### config.mk
export PLATFORM = sky130hd
export DESIGN_NAME = hpb_host_port
export DESIGN_NICKNAME = d
export VERILOG_FILES = /design/src/logic/hpb_serial_chan.v /design/src/logic/hpb_host_port.v
export VERILOG_INCLUDE_DIRS = /design/src /design/src/include
export SDC_FILE = /design/constraint.sdc
export NUM_CORES = 1
export LEC_CHECK = 0
export BUFFER_PORTS_ARGS = -buffer_cell sky130_fd_sc_hd__clkbuf_2
export CAP_MARGIN = 20
export CORE_ASPECT_RATIO = 1.4
export CORE_MARGIN = 3
export CORE_UTILIZATION = 45
export CTS_CLUSTER_DIAMETER = 30
export CTS_CLUSTER_SIZE = 10
export DETAILED_ROUTE_END_ITERATION = 12
export GPL_TIMING_DRIVEN = 0
export PLACE_DENSITY = 0.68
export SLEW_MARGIN = 20
export SYNTH_ARGS = -nofsm -noshare
export SYNTH_HDL_FRONTEND = slang
export SYNTH_SLANG_ARGS = --single-unit
### constraint.sdc
create_clock -name i_clk -period 3.7 [get_ports i_clk]
set_input_delay 0.185 -clock i_clk [delete_from_list [all_inputs] [get_ports i_clk]]
set_output_delay 0.185 -clock i_clk [all_outputs]
set_load 0.05 [all_outputs]
### src/include/hpb_regs.vh
// register offsets, reset values and field positions of the host parallel port
`ifndef HPB_REGS_VH
`define HPB_REGS_VH
// register select codes
`define HPB_SEL_MODE_A 4'h0
`define HPB_SEL_STAT_A 4'h1
`define HPB_SEL_DATA_A 4'h3
`define HPB_SEL_IN_CHG 4'h4
`define HPB_SEL_INT_STAT 4'h5
`define HPB_SEL_INT_MASK 4'h5
`define HPB_SEL_MODE_B 4'h8
`define HPB_SEL_STAT_B 4'h9
`define HPB_SEL_DATA_B 4'hb
`define HPB_SEL_OP_CFG 4'hd
`define HPB_SEL_OP_SET 4'he
`define HPB_SEL_OP_CLR 4'hf
// reset values
`define HPB_ZERO8 8'h00
`define HPB_ONES8 8'hff
`define HPB_IDLE_RD 8'hff
// status fields
`define HPB_ST_RXRDY 0
`define HPB_ST_TXRDY 2
// interrupt status fields
`define HPB_IS_TXA 0
`define HPB_IS_RXA 1
`define HPB_IS_TXB 4
`define HPB_IS_RXB 5
// serial frame
`define HPB_BITS_PER_CHAR 4'h8
`define HPB_FRAME_BITS 4'ha
`define HPB_MARK 1'b1
`endif

### src/logic/hpb_serial_chan.v
// one serial channel: lsb-first transmitter and receiver on a bit-rate enable
`timescale 1ns/1ps
`default_nettype none
`include "hpb_regs.vh"
module hpb_serial_chan (
	// clock and reset
	input wire i_clk,
	input wire i_nrst,
	input wire i_bit_en,
	// transmit side
	input wire i_tx_start,
	input wire [7:0] i_tx_data,
	output wire o_tx_busy,
	output reg o_serial_out,
	// receive side
	input wire i_serial_in,
	output reg o_rx_strobe,
	output reg [7:0] o_rx_data
);
reg [9:0] tx_shift;
reg [3:0] tx_cnt;
reg [2:0] rx_sync;
reg rx_busy;
reg [3:0] rx_cnt;
reg [7:0] rx_shift;
assign o_tx_busy = (tx_cnt != 4'h0);
////////////////////////////////////////////////////////////////////////
// transmitter: start, eight data bits lsb first, stop; idle at mark
always @(posedge i_clk) begin
	if (!i_nrst) begin
		tx_shift <= 10'h3ff;
		tx_cnt <= 4'h0;
		o_serial_out <= `HPB_MARK;
	end else if (tx_cnt == 4'h0) begin
		o_serial_out <= `HPB_MARK;
		if (i_tx_start) begin
			tx_shift <= {1'b1, i_tx_data, 1'b0};
			tx_cnt <= `HPB_FRAME_BITS;
		end
	end else if (i_bit_en) begin
		o_serial_out <= tx_shift[0];
		tx_shift <= {1'b1, tx_shift[9:1]};
		tx_cnt <= tx_cnt - 4'h1;
	end
end
////////////////////////////////////////////////////////////////////////
// receiver: three-stage sync, sample once per bit enable, lsb first
always @(posedge i_clk) begin
	if (!i_nrst) begin
		rx_sync <= 3'h7;
		rx_busy <= 1'b0;
		rx_cnt <= 4'h0;
		rx_shift <= `HPB_ZERO8;
		o_rx_data <= `HPB_ZERO8;
		o_rx_strobe <= 1'b0;
	end else begin
		rx_sync <= {rx_sync[1:0], i_serial_in};
		o_rx_strobe <= 1'b0;
		if (i_bit_en && (rx_sync[1] == rx_sync[2])) begin
			if (!rx_busy) begin
				// a low line at the sample point is taken as start
				if (!rx_sync[2]) begin
					rx_busy <= 1'b1;
					rx_cnt <= 4'h0;
				end
			end else if (rx_cnt < `HPB_BITS_PER_CHAR) begin
				rx_shift <= {rx_sync[2], rx_shift[7:1]};
				rx_cnt <= rx_cnt + 4'h1;
			end else begin
				// stop slot: character complete
				rx_busy <= 1'b0;
				o_rx_data <= rx_shift;
				o_rx_strobe <= 1'b1;
			end
		end
	end
end
endmodule // hpb_serial_chan
`default_nettype wire

### src/logic/hpb_host_port.v
// strobe-style host parallel port with reset effects, interrupt and two channels
`timescale 1ns/1ps
`default_nettype none
`include "hpb_regs.vh"
// What this block does
// - bus select high uses separate read and write strobe interface
// - eight-bit three-state data bus, bit zero least significant
// - transfers only while chip select low; strobes and select steer them
// - chip select high releases all eight data lines
// - written value loads addressed register on write strobe rising edge
// - read strobe and chip select low drive addressed register contents
// - four register-select lines pick the register or port accessed
// - reset clears both status, mask, interrupt status, output and config
// - reset drives all general outputs high and halts the timer
// - reset idles both channels with transmit outputs at mark
// - reset points the mode pointer at the first mode register
// - open-drain interrupt pulled low while any masked condition true
// - receivers take least significant bit first
// - transmitters send lsb first, mark when idle or in reset
module hpb_host_port #(
	parameter BIT_DIV = 16'd1085
) (
	// clock and reset
	input wire i_clk,
	input wire i_nrst,
	// bus configuration
	input wire i_bus_select,
	// host bus
	input wire i_chip_select_n,
	input wire i_read_strobe_n,
	input wire i_write_strobe_n,
	input wire [3:0] i_register_select,
	input wire [7:0] i_data,
	output reg [7:0] o_data,
	output wire [7:0] o_data_oe,
	// interrupt, open drain
	output wire o_interrupt_request_n,
	output wire o_interrupt_request_n_oe,
	// general outputs, timer state and mode pointer
	output wire [7:0] o_general_output,
	output reg o_timer_running,
	output reg o_mode_ptr_a,
	output reg o_mode_ptr_b,
	// serial pins
	input wire i_serial_in_a,
	input wire i_serial_in_b,
	output wire o_serial_out_a,
	output wire o_serial_out_b
);
////////////////////////////////////////////////////////////////////////
// pin synchronisers: three stages, a change counts when stages two and three agree
reg [2:0] cs_s, rd_s, wr_s, bs_s;
reg cs_q, rd_q, wr_q, bs_q;
reg [3:0] sel_s1, sel_s2, sel_s3, sel_q2;
reg [7:0] din_s1, din_s2, din_s3, din_q2;
reg [3:0] wr_sel;
reg [7:0] wr_val;
always @(posedge i_clk) begin
	if (!i_nrst) begin
		cs_s <= 3'h7;
		rd_s <= 3'h7;
		wr_s <= 3'h7;
		bs_s <= 3'h7;
		cs_q <= 1'b1;
		rd_q <= 1'b1;
		wr_q <= 1'b1;
		bs_q <= 1'b1;
		sel_s1 <= 4'h0;
		sel_s2 <= 4'h0;
		sel_s3 <= 4'h0;
		sel_q2 <= 4'h0;
		din_s1 <= `HPB_ZERO8;
		din_s2 <= `HPB_ZERO8;
		din_s3 <= `HPB_ZERO8;
		din_q2 <= `HPB_ZERO8;
	end else begin
		cs_s <= {cs_s[1:0], i_chip_select_n};
		rd_s <= {rd_s[1:0], i_read_strobe_n};
		wr_s <= {wr_s[1:0], i_write_strobe_n};
		bs_s <= {bs_s[1:0], i_bus_select};
		if (cs_s[1] == cs_s[2]) cs_q <= cs_s[2];
		if (rd_s[1] == rd_s[2]) rd_q <= rd_s[2];
		if (wr_s[1] == wr_s[2]) wr_q <= wr_s[2];
		if (bs_s[1] == bs_s[2]) bs_q <= bs_s[2];
		// select and data are held stable by the host across the strobe
		// so a word is taken whole once stages two and three agree
		sel_s1 <= i_register_select;
		sel_s2 <= sel_s1;
		sel_s3 <= sel_s2;
		if (sel_s2 == sel_s3) sel_q2 <= sel_s3;
		din_s1 <= i_data;
		din_s2 <= din_s1;
		din_s3 <= din_s2;
		if (din_s2 == din_s3) din_q2 <= din_s3;
	end
end
wire strobe_mode = bs_q;
wire sel_ok = strobe_mode && !cs_q;
wire rd_act = sel_ok && !rd_q && wr_q;
wire wr_act = sel_ok && !wr_q && rd_q;
reg wr_act_d;
wire wr_commit = wr_act_d && !wr_act && wr_q;
////////////////////////////////////////////////////////////////////////
// write capture: latch select and data while strobe low, commit on its rise
always @(posedge i_clk) begin
	if (!i_nrst) begin
		wr_act_d <= 1'b0;
		wr_sel <= 4'h0;
		wr_val <= `HPB_ZERO8;
	end else begin
		wr_act_d <= wr_act;
		if (wr_act) begin
			wr_sel <= sel_q2;
			wr_val <= din_q2;
		end
	end
end
////////////////////////////////////////////////////////////////////////
// register file
reg [7:0] status_a, status_b, int_mask, op_reg, op_cfg, mode_a, mode_b;
reg [7:0] rx_hold_a, rx_hold_b;
reg [15:0] bit_cnt;
reg bit_en;
wire rx_stb_a, rx_stb_b, tx_busy_a, tx_busy_b;
wire [7:0] rx_dat_a, rx_dat_b;
reg rd_act_d;
wire rd_end = rd_act_d && !rd_act;
wire tx_go_a = wr_commit && (wr_sel == `HPB_SEL_DATA_A);
wire tx_go_b = wr_commit && (wr_sel == `HPB_SEL_DATA_B);
// interrupt status is built from live channel state
wire [7:0] int_stat = {2'b00, status_b[`HPB_ST_RXRDY], status_b[`HPB_ST_TXRDY],
	2'b00, status_a[`HPB_ST_RXRDY], status_a[`HPB_ST_TXRDY]};
always @(posedge i_clk) begin
	if (!i_nrst) begin
		status_a <= `HPB_ZERO8;
		status_b <= `HPB_ZERO8;
		int_mask <= `HPB_ZERO8;
		op_reg <= `HPB_ZERO8;
		op_cfg <= `HPB_ZERO8;
		mode_a <= `HPB_ZERO8;
		mode_b <= `HPB_ZERO8;
		rx_hold_a <= `HPB_ZERO8;
		rx_hold_b <= `HPB_ZERO8;
		o_mode_ptr_a <= 1'b0;
		o_mode_ptr_b <= 1'b0;
		o_timer_running <= 1'b0;
		rd_act_d <= 1'b0;
	end else begin
		rd_act_d <= rd_act;
		o_timer_running <= 1'b1;
		status_a[`HPB_ST_TXRDY] <= !tx_busy_a && !tx_go_a;
		status_b[`HPB_ST_TXRDY] <= !tx_busy_b && !tx_go_b;
		// read of the holding register clears ready; a new character wins
		if (rx_stb_a) begin
			rx_hold_a <= rx_dat_a;
			status_a[`HPB_ST_RXRDY] <= 1'b1;
		end else if (rd_end && sel_q2 == `HPB_SEL_DATA_A)
			status_a[`HPB_ST_RXRDY] <= 1'b0;
		if (rx_stb_b) begin
			rx_hold_b <= rx_dat_b;
			status_b[`HPB_ST_RXRDY] <= 1'b1;
		end else if (rd_end && sel_q2 == `HPB_SEL_DATA_B)
			status_b[`HPB_ST_RXRDY] <= 1'b0;
		// mode pointer steps after a mode access
		if (rd_end && sel_q2 == `HPB_SEL_MODE_A) o_mode_ptr_a <= 1'b1;
		if (rd_end && sel_q2 == `HPB_SEL_MODE_B) o_mode_ptr_b <= 1'b1;
		if (wr_commit) begin
			case (wr_sel)
			`HPB_SEL_MODE_A: begin
				mode_a <= wr_val;
				o_mode_ptr_a <= 1'b1;
			end
			`HPB_SEL_MODE_B: begin
				mode_b <= wr_val;
				o_mode_ptr_b <= 1'b1;
			end
			`HPB_SEL_INT_MASK: int_mask <= wr_val;
			`HPB_SEL_OP_CFG: op_cfg <= wr_val;
			`HPB_SEL_OP_SET: op_reg <= op_reg | wr_val;
			`HPB_SEL_OP_CLR: op_reg <= op_reg & ~wr_val;
			default: ;
			endcase
		end
	end
end
// output pins are the complement of the port register, so reset shows high
assign o_general_output = ~op_reg;
////////////////////////////////////////////////////////////////////////
// read mux and data bus drive
reg [7:0] next_data;
always @* begin
	case (sel_q2)
	`HPB_SEL_MODE_A: next_data = mode_a;
	`HPB_SEL_STAT_A: next_data = status_a;
	`HPB_SEL_DATA_A: next_data = rx_hold_a;
	`HPB_SEL_INT_STAT: next_data = int_stat;
	`HPB_SEL_MODE_B: next_data = mode_b;
	`HPB_SEL_STAT_B: next_data = status_b;
	`HPB_SEL_DATA_B: next_data = rx_hold_b;
	`HPB_SEL_OP_CFG: next_data = op_cfg;
	default: next_data = `HPB_IDLE_RD;
	endcase
end
always @(posedge i_clk) begin
	if (!i_nrst) o_data <= `HPB_ZERO8;
	else if (rd_act) o_data <= next_data;
end
// drive only in a read with chip select low; released otherwise
assign o_data_oe = {8{rd_act && rd_act_d}};
////////////////////////////////////////////////////////////////////////
// interrupt: open drain, enable high pulls the line low
assign o_interrupt_request_n = 1'b0;
assign o_interrupt_request_n_oe = |(int_stat & int_mask);
////////////////////////////////////////////////////////////////////////
// bit-rate divider, held during reset
always @(posedge i_clk) begin
	if (!i_nrst) begin
		bit_cnt <= 16'h0000;
		bit_en <= 1'b0;
	end else if (bit_cnt == BIT_DIV - 16'd1) begin
		bit_cnt <= 16'h0000;
		bit_en <= 1'b1;
	end else begin
		bit_cnt <= bit_cnt + 16'h0001;
		bit_en <= 1'b0;
	end
end
hpb_serial_chan u_chan_a (
	.i_clk(i_clk),
	.i_nrst(i_nrst),
	.i_bit_en(bit_en),
	.i_tx_start(tx_go_a),
	.i_tx_data(wr_val),
	.o_tx_busy(tx_busy_a),
	.o_serial_out(o_serial_out_a),
	.i_serial_in(i_serial_in_a),
	.o_rx_strobe(rx_stb_a),
	.o_rx_data(rx_dat_a)
);
hpb_serial_chan u_chan_b (
	.i_clk(i_clk),
	.i_nrst(i_nrst),
	.i_bit_en(bit_en),
	.i_tx_start(tx_go_b),
	.i_tx_data(wr_val),
	.o_tx_busy(tx_busy_b),
	.o_serial_out(o_serial_out_b),
	.i_serial_in(i_serial_in_b),
	.o_rx_strobe(rx_stb_b),
	.o_rx_data(rx_dat_b)
);
endmodule // hpb_host_port
`default_nettype wire

After elaboration in Yosys (flattened, before gate mapping):

Cells that the tools add are included.

* flip-flop bits (word level): 246
* bits of input ports: 20
* output and inout port bits: 31
* logic and storage cells: 197

* $add $sub $neg: 5
* order comparisons: 2
* eq/ne operators: 29
* multiplexer cells: 40
* bitwise logic cells: 8
* reductions and logical operators: 58

Operators by type and width (number)
* 8-bit case mux with 8 select lines: 1
* 10-bit two-way mux: 6
* 4-bit two-way mux: 12
* 4-bit == test, second input constant: 9
* 3-bit AND reduction: 8
* 1-bit two-way mux: 20
* 1-bit logical AND: 19
* 16-bit by 1-bit adder with 16-bit output, second input constant: 1
* 16-bit by 11-bit == test with 1-bit output, second input constant: 1
* 4-bit zero test: 4
* 8-bit inverter: 2
* 8-bit case mux with 2 select lines: 1
* 2-bit AND reduction: 7
* 2-bit != test, second input constant: 6
* 2-bit nonzero test: 5
* 1-bit zero test: 9
* 4-bit by 1-bit adder with 4-bit output, second input constant: 2
* 6-bit by 8-bit AND with 8-bit output: 1
* 8-bit AND: 1
* 4-bit by 2-bit == test with 1-bit output, second input constant: 2
* 4-bit by 3-bit == test with 1-bit output, second input constant: 2
* 8-bit == test: 1
* 4-bit less-than comparator, second input constant: 2
* 8-bit OR: 1
* other kinds (8): 19

Depth between registers and ports, before layout:

Gate-level depths: netlist of the first run.

* depth after elaboration: 10
* gate-level depth with buffers: 7
* depth with buffers taken out: 6

Cells and area by module:

Synthesis of the first run repeated with hierarchy kept, for this count alone.

* cells, all modules: 1012
* area, all modules: 9746.8 µm²

Modules (own cells, without submodules)
* hpb_host_port: times used 1, cells an instance 666, area an instance 6311.1 µm²
* hpb_serial_chan: times used 2, cells an instance 173, area an instance 1717.9 µm²

Worst setup path after synthesis of the first run:

Ideal clock, no wire load.

* kind: register -> output
* start: reg wr_q
* end: out o_data_oe[1]
* arrival time: 1.809 ns
* path slack: 1.706 ns
* cell stages (with the launch flop): 6
* buffers on the path: 3
* cell sequence: dfxtp_1 -> buf_2 -> nor4bb_1 -> buf_2 -> and2_1 -> buf_4

* word-level cells in the longest chain between the ends: 2

Ends and longest elaborated chain
* start: declaration: line hpb_host_port.v:53 `reg cs_q, rd_q, wr_q, bs_q;`
* start signal: assignment: line hpb_host_port.v:83 `if (wr_s[1] == wr_s[2]) wr_q <= wr_s[2];`
* 1-bit logical AND: line hpb_host_port.v:99 `wire rd_act = sel_ok && !rd_q && wr_q;`
* 1-bit logical AND: line hpb_host_port.v:209 `assign o_data_oe = {8{rd_act && rd_act_d}};`
* end: declaration: line hpb_host_port.v:35 `output wire [7:0] o_data_oe,`

Every way passes these cells.

Worst setup path in the final report of the first run:

* start: reg wr_q
* end: out o_data_oe[4]

Same word-level chain as after synthesis.

==> results_dict.tcl, run 1 <==
set metrics [dict create \
    synth_top_area_frac 0.5049 \
    synth_most_common_cell "dfxtp_1" \
    cts_tree "built" \
    vias_per_cell 5.347 \
    drive_gt1_frac 0.1328 \
    ir_drop_uv 451.0 \
    crit_required_ns 3.51 \
    p_seq_frac 0.414 \
    ys_seq_area_frac 0.5049 \
    min_period_ns 2.796 \
    switchingPower_w 0.001295 \
    coreArea_um2 20630 \
    ctsLongestPathBuffers 3 \
    io_buffers 49 \
    ys.flop_type "dfxtp_1" \
    synth-edff-count 0 \
    hold_path_class "in -> reg" \
    largest_register "bit_cnt" \
    yosys_warnings 0 \
    syn_nets 1040 \
    drv_cap 0 \
    criticalPathCategory "reg -> out" \
    drt_iter0_markers 362 \
    pin_count 51 \
    use_met1 0.2307 \
    grt_pass1_wl_um 37670 \
    p_per_area_nw_per_um2 550.6 \
    overflow 0 \
    grt_usage 0.2042 \
    cts_sinks 240 \
    met2_usage 0.3620 \
    placed_area_um2 10080 \
    cts.clk_slew.worst_paths_ns 0.05 \
    wl_per_cell_um 16.31 \
    status "complete, no violations" \
    finalMaxSlewViolations 0 \
    route.detailed.drc 0 \
    vias 7491 \
    largest_reg_flops 16 \
    stdcell_area_um2 11560 \
    largestRegisters "bit_cnt x16, u_chan_a.tx_shift x9, u_chan_b.tx_shift x9" \
    share_comb_of_total_power 0.026 \
    initial_core_util 0.4612 \
    postCtsSetupBuffers 0 \
    drtAntennaViolNets 0 \
    die_area_um2 22950 \
    async_flop_share 0 \
    finalNetCount 1147 \
    n_antenna_cell 0 \
    grt_max_degree 11 \
    synth_area_um2 9517 \
    drtPass1Iterations 4 \
    report.final.setup_viol 0 \
    p_int_w 0.005069 \
    row_count 62 \
    antenna_found_initial 0 \
    gp_congestion 0.8522 \
    grt_use_met3 0.03535 \
    syn_inst 1014 \
    critPathArrivalTime_ns 2.61 \
    tns_ns 0 \
    maxSlewHeadroom 0.4755 \
    ys_ff_latch 240 \
    yosys.area.top_type "dfxtp_1" \
    die_w_um 128.9 \
    tightest_slew_ns 0.7867 \
    busiest_layer "met2" \
    drt_wl_total_um 22850 \
    ys_top_cells_by_area "dfxtp_1, mux2i_1, nor2_1" \
    power_leakage_nw 4.643 \
    htreeDepth 2 \
    ys_top_cells_by_count "dfxtp_1, nor2_1, mux2i_1, nand2_1, and2_1" \
    clock_latency_ns 0.51 \
    switching_share 0.2035 \
    rsz0062_at_grt "no" \
    clkPwrFrac 0.560 \
    finalClockSkew_ns 0.01455 \
    hold_viol 0 \
    fin_crit_sh 0.7557 \
    cp-end-kind "output port" \
    first_global_vias 7556 \
    cts_inserted_buffers 37 \
    hpwl_um 15880 \
    die_h_um 178.1 \
    cp_max_fo 10 \
    max_freq_mhz 357.7 \
    syn-mean-instance-area_um2 9.385 \
    root_buffer "clkbuf_16" \
    start_kind "flop" \
    syn_to_final_growth_pct 21.46 \
    synthDistinctLibCells 61 \
]
## cells by family after synthesis
group	Yosys count	share of synthesized area
AO/OA/AOI/OAI	148	0.09637
XOR/XNOR	27	0.02485
adder cells (fa/ha/maj)	6	0.007888
buffers and inverters	92	0.04181
flip-flops	240	0.5049
multiplexers	100	0.1070
other	1	0.0003940
AND/OR/NAND/NOR	400	0.2168
## layout by cell type, fill, tap and decap left out, types with 6 or more instances in the layout
master,n
dfxtp_1,240
ha_1,6
nand2_1,83
inv_1,23
buf_4,9
a221oi_1,18
and2_1,57
nand3_1,36
clkbuf_16,39
clkbuf_2,49
clkbuf_8,6
nor3_1,25
nor2_1,117
xnor2_1,22
nand4_1,12
nand2b_1,20
dlygate4sd3_1,19
o21ai_0,46
clkbuf_1,45
a21oi_1,52
buf_2,15
mux2i_1,95
## critical path, cell delays in order, from the launching register on
cell and delay [ns]:
dfxtp_1 0.36, buf_2 0.23, nor4bb_1 0.46, buf_2 0.32
and2_1 0.30, buf_4 0.15, clkbuf_2 0.26
## cell type report
cell class	instances	area [um2]
Timing Repair Buffer	68	435.4
Multi-Input combinational cell	682	4314
Sequential cell	240	4805
Clock inverter	13	209.0
Buffer	68	307.8
Clock buffer	50	1077
Inverter	24	90.09
Fill cell	1869	9076
Tap cell	256	320.3
## routing by layer
layer,up-vias,routed length (um)
li1,3703,-
met1,3557,9361
met2,160,11350
met3,71,915
met4,0,1220
met5,-,0
## final timing paths
check / cells past startpoint / slack (ns) / end / start
max: 6 / 0.90 / o_data_oe[4] / wr_q
min: 2 / 0.39 / o_timer_running / i_nrst
max reg2reg: 5 / 1.48 / u_chan_a.tx_shift[5] / bit_en
min reg2reg: 1 / 0.40 / rd_s[1] / rd_s[0]
## what timing repair did
action | in CTS | in global routing
gates resized for setup | 0 | 0
hold endpoints to repair | 19 | 0
hold buffers | 19 | 0
setup endpoints to repair | 0 | 0
## through the flow
stage / total power [W] / std cells / hold WS, ns / util / setup slack, ns
floorplan: 0.002787 / 1014 / 0.2127 / - / 1.706
global placement: 0.002839 / 1319 / 0.3611 / 0.4886 / 1.458
detailed placement: 0.002841 / 1319 / 0.3629 / 0.4886 / 1.438
CTS: 0.006421 / 1401 / 0.3768 / 0.5602 / 0.8970
global route: 0.006562 / 1401 / 0.3948 / 0.5602 / 0.7499
finish: 0.006364 / 1401 / 0.3863 / 0.5602 / 0.9040
## power by group through the flow
| stage | Combinational, W | Clock (W) | Sequential [W] |
|---|---|---|---|
| final | 0.000165 | 0.00356 | 0.00264 |
| after global routing | 0.000184 | 0.00374 | 0.00264 |
| after CTS | 0.000168 | 0.00362 | 0.00264 |
| after detailed placement | 0.000151 | 0 | 0.00269 |
| after global placement | 0.000150 | 0 | 0.00269 |
| after floorplan | 0.000100 | 0 | 0.00269 |
Note: power is estimated with default switching activity, not from simulation.
==> run 2, diff against run 1 <==
clock period = 2.85 ns   (was 3.7 ns; I/O delays follow)
==> run 2 against run 1 <==
Effect of this change: sequential share of layout area is essentially flat; clock-buffer cell count unchanged; first-iteration DRC count is 0.83% higher; cell count is the same; via count unchanged; global-route usage is the same; critical path depth unchanged; non-clock buffer count unchanged; clock power rose by 30%; wire length hardly changed; die area unchanged; critical path type unchanged.
==> results_dict.tcl, run 2 (same netlist as run 1, synthesis figures left out) <==
set metrics [dict create \
    n_fill_cell 1868 \
    status "complete, no violations" \
    vias 7491 \
    cp-end-kind "output port" \
    root_buffer "clkbuf_16" \
    die_h_um 178.1 \
    syn_to_final_growth_pct 21.52 \
    cts_tree "built" \
    htreeDepth 2 \
    clkPwrFrac 0.559 \
    finalClockSkew_ns 0.01424 \
    drtAntennaViolNets 0 \
    met2_usage 0.3620 \
    grt_pass1_wl_um 37670 \
    crit_required_ns 2.71 \
    route.detailed.drc 0 \
    ir_drop_uv 585.2 \
    grt_max_degree 11 \
    finalMaxSlewViolations 0 \
    grt_usage 0.2042 \
    cts_inserted_buffers 37 \
    drive_gt1_frac 0.1336 \
    most-common-layout-cells "dfxtp_1, nor2_1, mux2i_1" \
    drv_cap 0 \
    max_freq_mhz 380.8 \
    tns_ns 0 \
    criticalPathCategory "reg -> out" \
    start_kind "flop" \
    critPathArrivalTime_ns 2.48 \
    vias_per_cell 5.347 \
    grt_use_met3 0.03535 \
    cp_max_fo 10 \
    multi_input_area_um2 4320 \
    p_seq_frac 0.415 \
    maxSlewHeadroom 0.4755 \
    tightest_slew_ns 0.7868 \
    largestRegisters "bit_cnt x16, u_chan_a.tx_shift x9, u_chan_b.tx_shift x9" \
    min_period_ns 2.626 \
    hold_path_class "in -> reg" \
    largest_reg_flops 16 \
    clock_latency_ns 0.51 \
    n_antenna_cell 0 \
    antenna_found_initial 0 \
    drt_iter0_markers 365 \
    drt_wl_total_um 22840 \
    wl_per_cell_um 16.30 \
    cts_sinks 240 \
    fin_crit_sh 0.9215 \
    io_buffers 49 \
    gp_congestion 0.8522 \
    layout_commonest_cell "dfxtp_1" \
    drtPass1Iterations 5 \
    hold_viol 0 \
    use_met1 0.2307 \
    finalNetCount 1147 \
    share_comb_of_total_power 0.026 \
    report.final.setup_viol 0 \
    p_int_w 0.006581 \
    rsz0062_at_grt "no" \
    initial_core_util 0.4612 \
    power_leakage_nw 4.643 \
    regArea_um2 4805 \
    die_area_um2 22950 \
    ctsLongestPathBuffers 3 \
    switchingPower_w 0.001680 \
    pin_count 51 \
    p_per_area_nw_per_um2 714.3 \
    coreArea_um2 20630 \
    first_global_vias 7556 \
    postCtsSetupBuffers 0 \
    cts.clk_slew.worst_paths_ns 0.05 \
    overflow 0 \
    fin_hold_ws_ns 0.3458 \
    row_count 62 \
    largest_register "bit_cnt" \
    busiest_layer "met2" \
    die_w_um 128.9 \
    hpwl_um 15880 \
    switching_share 0.2034 \
]
## run 2: cell counts in the layout (fill, tap and decap cells not counted)
Identical to the previous run, type by type.
## run 2: layer usage
layer / vias up / share of wire
li1: 3704 / -
met1: 3544 / 0.41
met2: 173 / 0.50
met3: 70 / 0.043
met4: 0 / 0.052
met5: - / 0
## run 2: final timing paths
path	start	to	slack, ns	depth (start not counted)
hold reg to reg	rd_s[0]	rd_s[1]	0.40	1
setup / recovery	wr_q	o_data_oe[4]	0.22	6
setup reg to reg	bit_en	u_chan_b.tx_shift[5]	0.62	5
hold / removal	i_nrst	o_timer_running	0.35	2
## run 2: final cells by class
type | instances | area share
buffer | 68 | 0.02661
clock buffer | 50 | 0.09315
clock inverter | 13 | 0.01807
inverter | 24 | 0.007790
multi-input combinational | 682 | 0.3736
sequential | 240 | 0.4155
tap | 256 | 0.02770
timing repair buffer | 68 | 0.03765
## run 2: power by group through the flow
stage | logic [W] | registers (W) | clock network [W]
detailed placement | 0.000196 | 0.00349 | 0
CTS | 0.000218 | 0.00342 | 0.00469
global route | 0.000239 | 0.00343 | 0.00485
global placement | 0.000194 | 0.00349 | 0
floorplan | 0.000130 | 0.00349 | 0
finish | 0.000215 | 0.00342 | 0.00462
## run 2: worst max-delay path: stages, from the launching register on
cell      delay, ns
dfxtp_1        0.36
buf_2          0.23
nor4bb_2       0.37
buf_2          0.30
and2_1         0.30
buf_4          0.15
clkbuf_2       0.26
## run 2: repair_timing
item                                    in CTS  in global routing
endpoints found under the setup margin       0                  7
endpoints found under the hold margin       19                  0
hold buffers                                19                  0
resized for setup                            0                  1
## run 2: per-stage QoR
| stage | total power (W) | cell area [um2] | utilization | setup WS, ns | instances |
|---|---|---|---|---|---|
| finish | 0.008261 | 11560 | 0.5605 | 0.2238 | 1401 |
| global route | 0.008519 | 11560 | 0.5605 | 0.05747 | 1401 |
| CTS | 0.008336 | 11560 | 0.5602 | 0.08955 | 1401 |
| detailed placement | 0.003688 | 10080 | 0.4886 | 0.6305 | 1319 |
| global placement | 0.003686 | 10080 | 0.4886 | 0.6508 | 1319 |
| floorplan | 0.003618 | 9517 | - | 0.8984 | 1014 |
